<file path="config.mk">
export PLATFORM = sky130hd
export DESIGN_NAME = rcl_calendar_block
export DESIGN_NICKNAME = d
export VERILOG_FILES = /design/src/rcl_pkg.sv /design/src/rcl_tick_if.sv /design/src/rcl_calendar_block.sv /design/src/rcl_prescaler.sv
export SDC_FILE = /design/constraint.sdc
export NUM_CORES = 1
export LEC_CHECK = 0
export BUFFER_PORTS_ARGS = -buffer_cell sky130_fd_sc_hd__clkbuf_2
export CAP_MARGIN = 20
export CELL_PAD_IN_SITES_DETAIL_PLACEMENT = 1
export CELL_PAD_IN_SITES_GLOBAL_PLACEMENT = 1
export CORE_AREA = 2 2 185 187
export CTS_CLUSTER_SIZE = 25
export DETAILED_ROUTE_END_ITERATION = 10
export DIE_AREA = 0 0 187 189
export HOLD_SLACK_MARGIN = 0.15
export PLACE_DENSITY = 0.8
export SLEW_MARGIN = 0
export SYNTH_ARGS = -nofsm -noshare
export SYNTH_HDL_FRONTEND = slang
export SYNTH_HIERARCHICAL = 1
export SYNTH_SLANG_ARGS = --single-unit
</file>
<file path="constraint.sdc">
create_clock -name ref_clk -period 12.48 [get_ports ref_clk]
set_clock_uncertainty 0.15 [all_clocks]
set_input_delay 0.624 -clock ref_clk [delete_from_list [all_inputs] [get_ports ref_clk]]
set_output_delay 0.624 -clock ref_clk [all_outputs]
set_load 0.05 [all_outputs]
</file>
<file path="src/rcl_pkg.sv">
package rcl_pkg;

   // Word indices on the register bus; byte address is four times the index.
   localparam logic [2:0] IDX_CFG = 3'h0;
   localparam logic [2:0] IDX_PWC = 3'h1;
   localparam logic [2:0] IDX_ALCFG = 3'h2;
   localparam logic [2:0] IDX_TVAL = 3'h3;
   localparam logic [2:0] IDX_AVAL = 3'h4;
   localparam logic [2:0] IDX_KEY = 3'h5;

   // Bit positions in the configuration and calibration register.
   localparam int CFG_EN = 15;
   localparam int CFG_WREN = 13;
   localparam int CFG_OE = 10;
   localparam int CFG_PTR = 8;

   // Bit positions in the power control register.
   localparam int PWC_EN = 15;
   localparam int PWC_POL = 14;
   localparam int PWC_CPRE = 13;
   localparam int PWC_SPRE = 12;
   localparam int PWC_CSEL = 10;
   localparam int PWC_OSEL = 8;

   // Bit positions in the alarm configuration and repeat register.
   localparam int AL_EN = 15;
   localparam int AL_CHIME = 14;
   localparam int AL_MASK = 10;
   localparam int AL_PTR = 8;

   // Unlock key sequence.
   localparam logic [7:0] KEY_FIRST = 8'h55;
   localparam logic [7:0] KEY_SECOND = 8'hAA;

   // Counting source selections.
   localparam logic [1:0] CSEL_SECONDARY_CRYSTAL_OSC = 2'h0;
   localparam logic [1:0] CSEL_INTERNAL_LOW_POWER_OSC = 2'h1;
   localparam logic [1:0] CSEL_50HZ = 2'h2;
   localparam logic [1:0] CSEL_60HZ = 2'h3;

   // Source edges in one half second for each source.
   localparam logic [15:0] HALF_SECONDARY_CRYSTAL_OSC = 16'h4000;
   localparam logic [15:0] HALF_INTERNAL_LOW_POWER_OSC = 16'h3D09;
   localparam logic [15:0] HALF_50HZ = 16'h0019;
   localparam logic [15:0] HALF_60HZ = 16'h001E;

   // Calibration period in seconds and in half seconds.
   localparam int CAL_PERIOD_S = 15;
   localparam logic [4:0] CAL_HALVES = 5'(CAL_PERIOD_S * 2);

   // Reset values of the calendar and the repeat counter wrap value.
   localparam logic [7:0] RST_DAY = 8'h01;
   localparam logic [7:0] RST_MON = 8'h01;
   localparam logic [7:0] RPT_WRAP = 8'hFF;

   typedef enum logic [1:0] {KEY_IDLE, KEY_HALF, KEY_OPEN} rcl_key_type;
   typedef enum logic [1:0] {PWR_IDLE, PWR_STAB, PWR_SAMP} rcl_pwr_type;

   typedef struct packed {
      logic [2:0] sync1;
      logic [2:0] sync2;
      logic [2:0] prev;
      logic [15:0] cnt;
      logic halfsec;
      logic half_pulse;
      logic src_edge;
      logic [4:0] cal_cnt;
   } rcl_pre_type;

   typedef struct packed {
      logic wait_n;
      logic [15:0] rdata;
      logic en;
      logic wren;
      logic oe;
      logic [1:0] tptr;
      logic [7:0] cal;
      logic pwcen;
      logic pol;
      logic cpre;
      logic spre;
      logic [1:0] csel;
      logic [1:0] osel;
      logic alen;
      logic chime;
      logic [3:0] mask;
      logic [1:0] aptr;
      logic [7:0] rpt;
      logic [7:0] sec;
      logic [7:0] min;
      logic [7:0] hour;
      logic [7:0] wday;
      logic [7:0] day;
      logic [7:0] mon;
      logic [7:0] year;
      logic [7:0] asec;
      logic [7:0] amin;
      logic [7:0] ahour;
      logic [7:0] awday;
      logic [7:0] aday;
      logic [7:0] amon;
      logic [7:0] stab;
      logic [7:0] samp;
      rcl_key_type key;
      rcl_pwr_type pwr;
      logic [7:0] pwr_cnt;
      logic pwr_div;
      logic chk;
      logic resync;
      logic out_pin;
      logic out_en;
      logic pwr_out;
      logic alm_pulse;
   } rcl_core_type;

endpackage

</file>
<file path="src/rcl_tick_if.sv">
`timescale 1ns/1ps
`default_nettype none
interface rcl_tick_if;
   logic enable;
   logic resync;
   logic [1:0] csel;
   logic [7:0] cal;
   logic half_pulse;
   logic halfsec;
   logic src_level;
   logic src_edge;
   modport prescaler (input enable, input resync, input csel, input cal,
      output half_pulse, output halfsec, output src_level, output src_edge);
   modport core (output enable, output resync, output csel, output cal,
      input half_pulse, input halfsec, input src_level, input src_edge);
endinterface
`default_nettype wire

</file>
<file path="src/rcl_calendar_block.sv">
// Contract
// Writing the time window high byte steps its pointer down, stopping at zero.
// Time pointer selects minutes/seconds, weekday/hours, month/day, or year.
// Writing the alarm window high byte steps its pointer down, stopping at zero.
// Alarm pointer selects alarm time pairs or power control window settings.
// Reading either byte of either window also steps that window's pointer down.
// Time value writes are ignored unless timer write enable is set.
// Timer write enable sets only right after key bytes 55h then AAh.
// Software keeps timer write enable clear except while updating time.
// Two-bit source field picks crystal, internal oscillator, 50 Hz or 60 Hz.
// Counting is correct for each of the four supported source rates.
// Hours, minutes and seconds kept, hours in 24-hour form wrapping after 23.
// Software can see which half of the current second is running.
// Weekday, day, month and two-digit year kept with leap years 2000-2099.
// All time, date and alarm values are held in BCD.
// Alarm masks from every half second up to once a year.
// Alarm repeat counter decrements on each alarm occurrence.
// Chime keeps the alarm repeating even when the counter reaches zero.
// Drift calibration is applied once every 15 seconds; here only with the crystal or internal oscillator source, never 50 Hz or 60 Hz.
// Calibration range covers source error up to 260 ppm.
// Power control output enables external circuits without processor help.
// Signed 8-bit trim adds or removes four source pulses per step each minute.
// Alarm enable clears itself after an event with counter zero and no chime.
// Counter wraps zero to FFh only with chime, else holds at zero.
// Day count follows month length, February 29 only in years divisible by four.
//
// Decided for this implementation: the Avalon-MM register port and the register addresses.
`timescale 1ns/1ps
`default_nettype none
module rcl_calendar_block
   import rcl_pkg::*;
(
   input wire logic ref_clk,
   input wire logic rstn,
   input wire logic [2:0] avs_address,
   input wire logic avs_read,
   input wire logic avs_write,
   input wire logic [31:0] avs_writedata,
   input wire logic [3:0] avs_byteenable,
   output logic [31:0] avs_readdata,
   output logic avs_waitrequest,
   input wire logic secondary_crystal_osc_in,
   input wire logic internal_low_power_osc_in,
   input wire logic line_in,
   output logic rtc_out,
   output logic rtc_out_en,
   output logic pwr_ctl_out,
   output logic alarm_pulse_out
);

   rcl_core_type s_ff;
   rcl_core_type nxt_s;
   rcl_tick_if tk ();

   rcl_prescaler u_pre (
      .ref_clk(ref_clk),
      .rstn(rstn),
      .secondary_crystal_osc_in(secondary_crystal_osc_in),
      .internal_low_power_osc_in(internal_low_power_osc_in),
      .line_in(line_in),
      .tk(tk)
   );

   // BCD increment with wrap from top back to bottom.
   function automatic logic [7:0] bcd_inc(input logic [7:0] v,
      input logic [7:0] top, input logic [7:0] bot);
      if (v >= top)
      begin
         return bot;
      end
      else if (v[3:0] == 4'h9)
      begin
         return {v[7:4] + 4'h1, 4'h0};
      end
      return v + 8'h01;
   endfunction

   function automatic logic is_leap(input logic [7:0] yr);
      if (yr[4])
      begin
         return (yr[3:0] == 4'h2) || (yr[3:0] == 4'h6);
      end
      return (yr[3:0] == 4'h0) || (yr[3:0] == 4'h4) || (yr[3:0] == 4'h8);
   endfunction

   function automatic logic [7:0] month_len(input logic [7:0] mo,
      input logic [7:0] yr);
      case (mo)
         8'h02: return is_leap(yr) ? 8'h29 : 8'h28;
         8'h04, 8'h06, 8'h09, 8'h11: return 8'h30;
         default: return 8'h31;
      endcase
   endfunction

   always_comb
   begin
      logic [15:0] rd;
      logic hit;
      logic fire;
      logic acc;
      logic sec_eq;
      logic min_eq;
      logic tick_ok;
      logic [7:0] win;
      rd = 16'h0000;
      hit = 1'b0;
      fire = 1'b0;
      tick_ok = 1'b0;
      win = 8'h00;
      acc = !s_ff.wait_n && (avs_read || avs_write);
      sec_eq = s_ff.sec == s_ff.asec;
      min_eq = s_ff.min == s_ff.amin;
      nxt_s = s_ff;
      nxt_s.resync = 1'b0;
      nxt_s.alm_pulse = 1'b0;
      nxt_s.chk = tk.half_pulse;

      // Calendar advance at the end of each whole second.
      if (tk.half_pulse && !tk.halfsec)
      begin
         nxt_s.sec = bcd_inc(s_ff.sec, 8'h59, 8'h00);
         if (s_ff.sec >= 8'h59)
         begin
            nxt_s.min = bcd_inc(s_ff.min, 8'h59, 8'h00);
            if (s_ff.min >= 8'h59)
            begin
               nxt_s.hour = bcd_inc(s_ff.hour, 8'h23, 8'h00);
               if (s_ff.hour >= 8'h23)
               begin
                  nxt_s.wday = bcd_inc(s_ff.wday, 8'h06, 8'h00);
                  nxt_s.day = bcd_inc(s_ff.day,
                     month_len(s_ff.mon, s_ff.year), 8'h01);
                  if (s_ff.day >= month_len(s_ff.mon, s_ff.year))
                  begin
                     nxt_s.mon = bcd_inc(s_ff.mon, 8'h12, 8'h01);
                     if (s_ff.mon >= 8'h12)
                     begin
                        nxt_s.year = bcd_inc(s_ff.year, 8'h99, 8'h00);
                     end
                  end
               end
            end
         end
      end

      // Alarm compare one cycle after the calendar has advanced.
      unique case (s_ff.mask)
         4'h1: hit = 1'b1;
         4'h2: hit = s_ff.sec[3:0] == s_ff.asec[3:0];
         4'h3: hit = sec_eq;
         4'h4: hit = sec_eq && s_ff.min[3:0] == s_ff.amin[3:0];
         4'h5: hit = sec_eq && min_eq;
         4'h6: hit = sec_eq && min_eq && s_ff.hour == s_ff.ahour;
         4'h7: hit = sec_eq && min_eq && s_ff.hour == s_ff.ahour
            && s_ff.wday == s_ff.awday;
         4'h8: hit = sec_eq && min_eq && s_ff.hour == s_ff.ahour
            && s_ff.day == s_ff.aday;
         4'h9: hit = sec_eq && min_eq && s_ff.hour == s_ff.ahour
            && s_ff.day == s_ff.aday && s_ff.mon == s_ff.amon;
         default: hit = 1'b0;
      endcase
      fire = s_ff.chk && s_ff.alen
         && (s_ff.mask == 4'h0 || (!tk.halfsec && hit));
      if (fire)
      begin
         nxt_s.alm_pulse = 1'b1;
         if (s_ff.rpt == 8'h00)
         begin
            if (s_ff.chime)
            begin
               nxt_s.rpt = RPT_WRAP;
            end
            else
            begin
               nxt_s.alen = 1'b0;
            end
         end
         else
         begin
            nxt_s.rpt = s_ff.rpt - 8'h01;
         end
         if (s_ff.pwcen)
         begin
            nxt_s.pwr = PWR_STAB;
            nxt_s.pwr_cnt = 8'h00;
            nxt_s.pwr_div = 1'b0;
         end
      end

      // Power control: stability window then sample window on source ticks.
      if (s_ff.pwr != PWR_IDLE && tk.src_edge)
      begin
         nxt_s.pwr_div = ~s_ff.pwr_div;
         if (s_ff.pwr == PWR_STAB)
         begin
            tick_ok = !s_ff.cpre || s_ff.pwr_div;
            win = s_ff.stab;
         end
         else
         begin
            tick_ok = !s_ff.spre || s_ff.pwr_div;
            win = s_ff.samp;
         end
         if (tick_ok)
         begin
            if (s_ff.pwr_cnt >= win)
            begin
               nxt_s.pwr_cnt = 8'h00;
               nxt_s.pwr = (s_ff.pwr == PWR_STAB) ? PWR_SAMP : PWR_IDLE;
            end
            else
            begin
               nxt_s.pwr_cnt = s_ff.pwr_cnt + 8'h01;
            end
         end
      end
      if (!s_ff.pwcen)
      begin
         nxt_s.pwr = PWR_IDLE;
      end
      nxt_s.pwr_out = (s_ff.pwcen && s_ff.pwr != PWR_IDLE)
         ? s_ff.pol : ~s_ff.pol;

      // Read data mux.
      unique case (avs_address)
         IDX_CFG: rd = {s_ff.en, 1'b0, s_ff.wren, tk.halfsec, tk.halfsec,
            s_ff.oe, s_ff.tptr, s_ff.cal};
         IDX_PWC: rd = {s_ff.pwcen, s_ff.pol, s_ff.cpre, s_ff.spre,
            s_ff.csel, s_ff.osel, 8'h00};
         IDX_ALCFG: rd = {s_ff.alen, s_ff.chime, s_ff.mask, s_ff.aptr,
            s_ff.rpt};
         IDX_TVAL:
         begin
            unique case (s_ff.tptr)
               2'h0: rd = {s_ff.min, s_ff.sec};
               2'h1: rd = {s_ff.wday, s_ff.hour};
               2'h2: rd = {s_ff.mon, s_ff.day};
               2'h3: rd = {8'h00, s_ff.year};
            endcase
         end
         IDX_AVAL:
         begin
            unique case (s_ff.aptr)
               2'h0: rd = {s_ff.amin, s_ff.asec};
               2'h1: rd = {s_ff.awday, s_ff.ahour};
               2'h2: rd = {s_ff.amon, s_ff.aday};
               2'h3: rd = {s_ff.stab, s_ff.samp};
            endcase
         end
         default: rd = 16'h0000;
      endcase

      // Bus handshake: one wait cycle, then the accept cycle.
      if (s_ff.wait_n)
      begin
         if (avs_read || avs_write)
         begin
            nxt_s.wait_n = 1'b0;
            nxt_s.rdata = avs_read ? rd : 16'h0000;
         end
      end
      else
      begin
         nxt_s.wait_n = 1'b1;
      end

      if (acc)
      begin
         if (s_ff.key == KEY_OPEN)
         begin
            nxt_s.key = KEY_IDLE;
         end
         if (avs_read && avs_address == IDX_TVAL && s_ff.tptr != 2'h0)
         begin
            nxt_s.tptr = s_ff.tptr - 2'h1;
         end
         if (avs_read && avs_address == IDX_AVAL && s_ff.aptr != 2'h0)
         begin
            nxt_s.aptr = s_ff.aptr - 2'h1;
         end
         if (avs_write)
         begin
            unique case (avs_address)
               IDX_KEY:
               begin
                  if (avs_byteenable[0])
                  begin
                     if (avs_writedata[7:0] == KEY_FIRST)
                     begin
                        nxt_s.key = KEY_HALF;
                     end
                     else if (avs_writedata[7:0] == KEY_SECOND
                        && s_ff.key == KEY_HALF)
                     begin
                        nxt_s.key = KEY_OPEN;
                     end
                     else
                     begin
                        nxt_s.key = KEY_IDLE;
                     end
                  end
               end
               IDX_CFG:
               begin
                  if (avs_byteenable[1])
                  begin
                     if (!avs_writedata[CFG_WREN] || s_ff.key == KEY_OPEN
                        || s_ff.wren)
                     begin
                        nxt_s.wren = avs_writedata[CFG_WREN];
                     end
                     if (s_ff.wren)
                     begin
                        nxt_s.en = avs_writedata[CFG_EN];
                     end
                     nxt_s.oe = avs_writedata[CFG_OE];
                     nxt_s.tptr = avs_writedata[CFG_PTR +: 2];
                  end
                  if (avs_byteenable[0])
                  begin
                     nxt_s.cal = avs_writedata[7:0];
                  end
               end
               IDX_PWC:
               begin
                  if (avs_byteenable[1])
                  begin
                     nxt_s.pwcen = avs_writedata[PWC_EN];
                     nxt_s.pol = avs_writedata[PWC_POL];
                     nxt_s.cpre = avs_writedata[PWC_CPRE];
                     nxt_s.spre = avs_writedata[PWC_SPRE];
                     nxt_s.csel = avs_writedata[PWC_CSEL +: 2];
                     nxt_s.osel = avs_writedata[PWC_OSEL +: 2];
                  end
               end
               IDX_ALCFG:
               begin
                  if (avs_byteenable[1])
                  begin
                     nxt_s.alen = avs_writedata[AL_EN];
                     nxt_s.chime = avs_writedata[AL_CHIME];
                     nxt_s.mask = avs_writedata[AL_MASK +: 4];
                     nxt_s.aptr = avs_writedata[AL_PTR +: 2];
                  end
                  if (avs_byteenable[0])
                  begin
                     nxt_s.rpt = avs_writedata[7:0];
                  end
               end
               IDX_TVAL:
               begin
                  if (s_ff.wren)
                  begin
                     if (avs_byteenable[1])
                     begin
                        unique case (s_ff.tptr)
                           2'h0: nxt_s.min = avs_writedata[15:8];
                           2'h1: nxt_s.wday = avs_writedata[15:8];
                           2'h2: nxt_s.mon = avs_writedata[15:8];
                           2'h3: nxt_s.min = s_ff.min;
                        endcase
                        if (s_ff.tptr != 2'h0)
                        begin
                           nxt_s.tptr = s_ff.tptr - 2'h1;
                        end
                     end
                     if (avs_byteenable[0])
                     begin
                        unique case (s_ff.tptr)
                           2'h0:
                           begin
                              nxt_s.sec = avs_writedata[7:0];
                              nxt_s.resync = 1'b1;
                           end
                           2'h1: nxt_s.hour = avs_writedata[7:0];
                           2'h2: nxt_s.day = avs_writedata[7:0];
                           2'h3: nxt_s.year = avs_writedata[7:0];
                        endcase
                     end
                  end
               end
               IDX_AVAL:
               begin
                  if (avs_byteenable[1])
                  begin
                     unique case (s_ff.aptr)
                        2'h0: nxt_s.amin = avs_writedata[15:8];
                        2'h1: nxt_s.awday = avs_writedata[15:8];
                        2'h2: nxt_s.amon = avs_writedata[15:8];
                        2'h3: nxt_s.stab = avs_writedata[15:8];
                     endcase
                     if (s_ff.aptr != 2'h0)
                     begin
                        nxt_s.aptr = s_ff.aptr - 2'h1;
                     end
                  end
                  if (avs_byteenable[0])
                  begin
                     unique case (s_ff.aptr)
                        2'h0: nxt_s.asec = avs_writedata[7:0];
                        2'h1: nxt_s.ahour = avs_writedata[7:0];
                        2'h2: nxt_s.aday = avs_writedata[7:0];
                        2'h3: nxt_s.samp = avs_writedata[7:0];
                     endcase
                  end
               end
               default: nxt_s.key = nxt_s.key;
            endcase
         end
      end

      // Output pin source select.
      unique case (s_ff.osel)
         2'h0: nxt_s.out_pin = s_ff.oe && fire;
         2'h1: nxt_s.out_pin = s_ff.oe && tk.halfsec;
         2'h2: nxt_s.out_pin = s_ff.oe && tk.src_level;
         2'h3: nxt_s.out_pin = s_ff.oe && s_ff.pwr_out;
      endcase
      // A disabled module never drives the output pin.
      if (!s_ff.en)
      begin
         nxt_s.out_pin = 1'b0;
      end
      nxt_s.out_en = s_ff.oe && s_ff.en;
   end

   always_ff @(posedge ref_clk)
   begin
      if (!rstn)
      begin
         s_ff <= '0;
         s_ff.wait_n <= 1'b1;
         s_ff.day <= RST_DAY;
         s_ff.mon <= RST_MON;
         s_ff.pwr_out <= 1'b1;
      end
      else
      begin
         s_ff <= nxt_s;
      end
   end

   assign tk.enable = s_ff.en;
   assign tk.resync = s_ff.resync;
   assign tk.csel = s_ff.csel;
   assign tk.cal = s_ff.cal;

   assign avs_readdata = {16'h0000, s_ff.rdata};
   assign avs_waitrequest = s_ff.wait_n;
   assign rtc_out = s_ff.out_pin;
   assign rtc_out_en = s_ff.out_en;
   assign pwr_ctl_out = s_ff.pwr_out;
   assign alarm_pulse_out = s_ff.alm_pulse;

endmodule
`default_nettype wire

</file>
<file path="src/rcl_prescaler.sv">
`timescale 1ns/1ps
`default_nettype none
module rcl_prescaler
   import rcl_pkg::*;
(
   input wire logic ref_clk,
   input wire logic rstn,
   input wire logic secondary_crystal_osc_in,
   input wire logic internal_low_power_osc_in,
   input wire logic line_in,
   rcl_tick_if.prescaler tk
);

   rcl_pre_type s_ff;
   rcl_pre_type nxt_s;
   logic [1:0] src_idx;

   // Both line frequencies arrive on the same pin.
   assign src_idx = tk.csel[1] ? 2'h2 : {1'b0, tk.csel[0]};

   always_comb
   begin
      logic [15:0] term;
      logic now_lvl;
      logic old_lvl;
      term = HALF_SECONDARY_CRYSTAL_OSC;
      now_lvl = s_ff.sync2[src_idx];
      old_lvl = s_ff.prev[src_idx];
      nxt_s = s_ff;
      nxt_s.sync1 = {line_in, internal_low_power_osc_in, secondary_crystal_osc_in};
      nxt_s.sync2 = s_ff.sync1;
      nxt_s.prev = s_ff.sync2;
      nxt_s.half_pulse = 1'b0;
      nxt_s.src_edge = now_lvl & ~old_lvl;
      unique case (tk.csel)
         CSEL_SECONDARY_CRYSTAL_OSC: term = HALF_SECONDARY_CRYSTAL_OSC;
         CSEL_INTERNAL_LOW_POWER_OSC: term = HALF_INTERNAL_LOW_POWER_OSC;
         CSEL_50HZ: term = HALF_50HZ;
         CSEL_60HZ: term = HALF_60HZ;
      endcase
      // Positive trim adds source pulses, so the half second ends sooner.
      if (s_ff.cal_cnt == 5'h00 && !tk.csel[1])
      begin
         term = term - {{8{tk.cal[7]}}, tk.cal};
      end
      if (!tk.enable || tk.resync)
      begin
         nxt_s.cnt = 16'h0000;
         nxt_s.halfsec = 1'b0;
         nxt_s.cal_cnt = 5'h00;
      end
      else if (now_lvl && !old_lvl)
      begin
         if (s_ff.cnt >= term - 16'h0001)
         begin
            nxt_s.cnt = 16'h0000;
            nxt_s.half_pulse = 1'b1;
            nxt_s.halfsec = ~s_ff.halfsec;
            if (s_ff.cal_cnt == CAL_HALVES - 5'h01)
            begin
               nxt_s.cal_cnt = 5'h00;
            end
            else
            begin
               nxt_s.cal_cnt = s_ff.cal_cnt + 5'h01;
            end
         end
         else
         begin
            nxt_s.cnt = s_ff.cnt + 16'h0001;
         end
      end
   end

   always_ff @(posedge ref_clk)
   begin
      if (!rstn)
      begin
         s_ff <= '0;
      end
      else
      begin
         s_ff <= nxt_s;
      end
   end

   assign tk.half_pulse = s_ff.half_pulse;
   assign tk.halfsec = s_ff.halfsec;
   assign tk.src_level = s_ff.prev[src_idx];
   assign tk.src_edge = s_ff.src_edge;

endmodule
`default_nettype wire

</file>
== Word level (Yosys, flattened, before mapping) ==
Index checks and enable logic that the tools add are counted.
Word-level totals
  bits in registers: 226
  input port bits: 46
  output and inout port bits: 37
Operators by class
  magnitude comparators: 10
  mux-type cells: 179
  equality and inequality tests: 57
  add/subtract/negate cells: 22
  bitwise logic cells: 7
  reduce and logical (&&, ||, !) cells: 81
Operators by type and width (count)
  $mux W8: 66
  $pmux W16 S4: 3
  $mux W56: 3
  $mux W156: 1
  $mux W138: 1
  $mux W16: 5
  $pmux W16 S5: 1
  $add A8 B1 Y8 const B: 8
  $mux W1: 64
  $mux W64: 1
  $reduce_and A5 Y1: 10
  $eq A8 B8 Y1: 6
  $mux W48: 1
  $eq A4 B4 Y1 const B: 10
  $mux W40: 1
  $mux W11: 3
  $mux W2: 16
  $mux W32: 1
  $add A4 B1 Y4 const B: 7
  $logic_and A1 B1 Y1: 25
  $eq A4 B3 Y1 const B: 6
  $eq A2 B2 Y1 const B: 9
  $mux W17: 1
  $add A16 B1 Y16 const B: 1
  53 further kinds: 106

== Logic depth before layout (Yosys ltp) ==
  word-level depth: 37
  gate-level depth with buffers: 22
  gate-level depth less buffers: 20

== Hierarchy ==
The synthesis kept the hierarchy.
By module, submodules not included
  rcl_calendar_block: area each 12077.8 um2, cells an instance 1571, instances 1, sequential area each 3863.7 um2
  rcl_prescaler: area each 2673.8 um2, cells an instance 314, instances 1, sequential area each 660.6 um2

== Worst setup path after synthesis ==
Ideal clock, no wire load.
  path type: reg2reg
  start: register s_ff (netlist bit tk.csel[1])
  end: register u_pre/s_ff[10] (netlist bit)
  path slack: 7.408 ns
  arrival time: 4.805 ns
  cell stages (with the launch flop): 21
  period minus slack after synthesis: 5.072 ns
  data required time: 12.213 ns
  setup time: 0.117 ns
  cell sequence: dfxtp_1 > inv_1 > ha_1 > inv_1 > ha_1 > fa_1 > or2_1 > a221oi_2 > o21ai_0 > mux2i_2 > nor3b_2 > nand3_1 > or2_1 > ha_1 > nand2_1 > or3_1 > o221a_1 > buf_2 > o21ai_1 > buf_2 > nor2_1
Between the ends
  word-level cells in the longest chain between the ends: 7
RTL lines
  start, declared: line rcl_calendar_block.sv:51  | rcl_core_type s_ff;
  start signal, assigned: line rcl_calendar_block.sv:439  | s_ff <= nxt_s;
  $eq A2 B2 Y1, or another cell as far along: line rcl_prescaler.sv:35  | unique case (tk.csel)
  $pmux W16 S4: line rcl_prescaler.sv:35
  $sub A16 B16 Y16: line rcl_prescaler.sv:44  | term = term - {{8{tk.cal[7]}}, tk.cal};
  $mux W16: line rcl_prescaler.sv:42  | if (s_ff.cal_cnt == 5'h00 && !tk.csel[1])
  $sub A16 B1 Y16: line rcl_prescaler.sv:54  | if (s_ff.cnt >= term - 16'h0001)
  $ge A16 B16 Y1: line rcl_prescaler.sv:54
  $mux W16: line rcl_prescaler.sv:54
  end signal, assigned: line rcl_prescaler.sv:83  | s_ff <= nxt_s;
  end, declared: line rcl_prescaler.sv:14  | rcl_pre_type s_ff;
Parallel ways exist; a longest one is shown, timed or not. The select of a mux whose other input is x is not followed.
A chain may end at the register's enable or synchronous reset.

== Worst setup path in the final report ==
  start: register s_ff (netlist bit tk.csel[1])
  end: register u_pre/s_ff[9] (netlist bit)
The elaborated chain is that of the path after synthesis.

==> results.cfg <==
[timing]
relSlewSlack_pct = 31.4
finalMaxSlewViolations = 0
worst_pin_slew_ns = 1.03
setup_viol = 0
hold_violations = 0
finalSetupTns_ns = 0
min_period_ns = 5.81
period_share_pct = 46.6
rsz0062_at_grt = false
fmax_ghz = 0.172

[cts]
clkTransAtPathRegs_ns = 0.06
clock_path_buffers = 3
insertion_delay_ns = 0.56
cts_root_buffer = clkbuf_16
htreeDepth = 1
cts_tree = built
cts_buffers = 28
clock-sinks = 226

[setup_path]
cp_max_fo = 15
path_class = register to register
cp.arrival_ns = 6.13
r2r_cells = 21
setup.worst_path.end_class = register
worstPathRequired_ns = 12.80
start_kind = register

[power_and_ir_drop]
total_power_uw = 1680
ir_drop_uv = 95.6
pwr_density_cell_mw_per_mm2 = 105
power.leakage_uw = 0.00574

[global_routing]
grt_pass1_vias = 14498
grt_antenna_before_repair = 0
track_usage_pct = 28.8
grt_pass1_wl_um = 81900
grt_max_degree = 76
grt.overflow.total = 0

[final_layout]
num-nets-final = 1981
multi_input_area_mm2 = 0.00931
n_antenna_cell = 0
areaGrowthSynthToFinish_pct = 8.19
ff_latch_area_mm2 = 0.00452
layout-drive-gt1-share_pct = 8.50
postLayoutCoreUtil_pct = 48.0
nFillCells = 4079

[logic_synthesis]
synth_cells = 1885
synth.area.top_cells = dfxtp_1 (31%), ha_1 (7.9%), a21oi_1 (5.8%), nand2_1 (4.9%), nand3_1 (4.2%)
yosysTopAreaCell = dfxtp_1
ys.flop_type = dfxtp_1
syn_avg_cell_area_um2 = 7.83
netlist_area_mm2 = 0.0148
synth_top_cell_area_share_pct = 30.7
synth-async-reset-ratio_pct = 0
synth_edf_count = 0
synth_cell_type_count = 100
yosysSeqAreaShare_pct = 30.7
yosysWarnings = 6
ys_ff_latch = 226

[die]
pin_count = 83
start_util_pct = 44.3
die_w_um = 187
coreArea_mm2 = 0.0333
row_count = 67
die-area_mm2 = 0.0353
die_h_um = 189

[hold_path]
hold_depth = 1
hp-class = register to register

[drt]
totalWireLength_um = 52000
vias = 14484
first_iter_violations = 1404
vias_per_cell = 6.28
wl_per_cell_um = 22.5
drc_errors = 0
ant_nets = 0
drtPass1Iterations = 7

[placement]
gp_congestion = 0.883
dp_hpwl_um = 36100
port_buffers = 48

[flow_run]
max_cap_violations = 0

[run_status]
status = complete, no violations
==> layer usage <==
| metal | vias to the layer above | share of wire [%] | global-route usage (%) |
|---|---|---|---|
| li1 | 6671 | - | - |
| met1 | 7234 | 43 | 37.8 |
| met2 | 454 | 47 | 47.6 |
| met3 | 125 | 5.5 | 3.02 |
| met4 | 0 | 4.9 | 13.6 |
| met5 | - | 0 | 0 |
==> final timing paths <==
kind / slack (ns) / from / end
min: 0.29 / u_pre/nxt_s[29]$_SDFF_PN0_ / u_pre/nxt_s[26]$_SDFF_PN0_
max reg2reg: 6.67 / tk.csel[1]$_SDFFE_PN0P_ / u_pre/s_ff[9]$_SDFFE_PP0P_
max: 6.67 / tk.csel[1]$_SDFFE_PN0P_ / u_pre/s_ff[9]$_SDFFE_PP0P_
min reg2reg: 0.29 / u_pre/nxt_s[29]$_SDFF_PN0_ / u_pre/nxt_s[26]$_SDFF_PN0_
==> report_power, final <==
part / internal, uW / leakage [uW] / switching [uW]
combinational: 32.2 / 0.00346 / 90.4
sequential: 725 / 0.00182 / 3.20
clock: 498 / 0.000460 / 331
total: 1250 / 0.00574 / 424
==> cells in the final DEF, fill, tap and decap left out, types with 47 or more instances in the layout <==
| cell | count |
|---|---|
| nand3_1 | 124 |
| dfxtp_1 | 226 |
| nand2_1 | 191 |
| inv_1 | 61 |
| xnor2_1 | 70 |
| nor2_1 | 158 |
| o21ai_0 | 105 |
| mux2i_1 | 47 |
| clkbuf_2 | 48 |
| a21oi_1 | 170 |
| ha_1 | 93 |
==> synthesized netlist by cell type (24+ instances only) <==
library cell	count
nand4_1	26
inv_1	62
xnor2_1	70
a222oi_1	24
a31oi_1	31
mux2i_1	47
o21ai_0	105
nor2_1	160
ha_1	93
and3_1	34
clkbuf_1	110
a21oi_1	170
nor2b_1	25
buf_4	33
dfxtp_1	226
nand2_1	191
nor3_1	28
nand3_1	124
==> registers in the layout, summed over array words and instances (netlist names), 2 cells and up <==
register and cells:
s_ff 160, u_pre/nxt_s 6, u_pre/s_ff 24, tk.csel 2, tk.cal 8, avs_readdata 16
==> metrics by stage <==
stage	setup slack, ns	hold slack, ns	instances	instance area [um2]
3_5_place_dp	6.22	0.287	2254	15000
3_3_place_gp	6.37	0.272	2254	15000
2_1_floorplan	7.41	0.262	1900	14800
5_1_grt	6.24	0.329	2307	16000
6_report	6.67	0.285	2307	16000
4_1_cts	6.19	0.293	2305	15900
==> worst max-delay path, stage by stage, from the launching register on <==
cell	delay (ns)
dfxtp_1	0.62
inv_1	0.22
ha_1	0.38
inv_1	0.06
ha_1	0.21
fa_1	0.45
or2_1	0.26
a221oi_2	0.34
o21ai_0	0.18
mux2i_2	0.30
nor3b_2	0.33
nand3_1	0.19
and3_1	0.20
ha_1	0.29
a21oi_1	0.13
o21ai_0	0.10
a21o_1	0.18
a21oi_1	0.15
o221a_1	0.44
o21ai_1	0.14
buf_4	0.23
a21oi_1	0.17
==> what timing repair did <==
| item | in CTS | in global routing |
|---|---|---|
| hold buffers | 3 | 0 |
| gates resized for setup | 0 | 0 |
| endpoints found under the hold margin | 3 | 0 |
| setup buffers | 0 | 0 |
==> cell type report <==
cell class | instances | share of cell area (%)
multi-input cells | 1454 | 58.4
flip-flops and latches | 226 | 28.3
clock buffers | 40 | 5.18
well taps | 448 | 3.51
repair buffers | 69 | 2.52
inverters | 62 | 1.47
clock inverters | 8 | 0.604
==> logic make-up after synthesis <==
logic type	synth area share [%]
adder cells (fa/ha/maj)	8.02
AND/OR/NAND/NOR	23.7
other	0.0254
multiplexers	4.12
AO/OA/AOI/OAI	21.9
buffers and inverters	6.62
flip-flops	30.7
XOR/XNOR	4.87
Note: power is estimated with default switching activity, not from simulation.
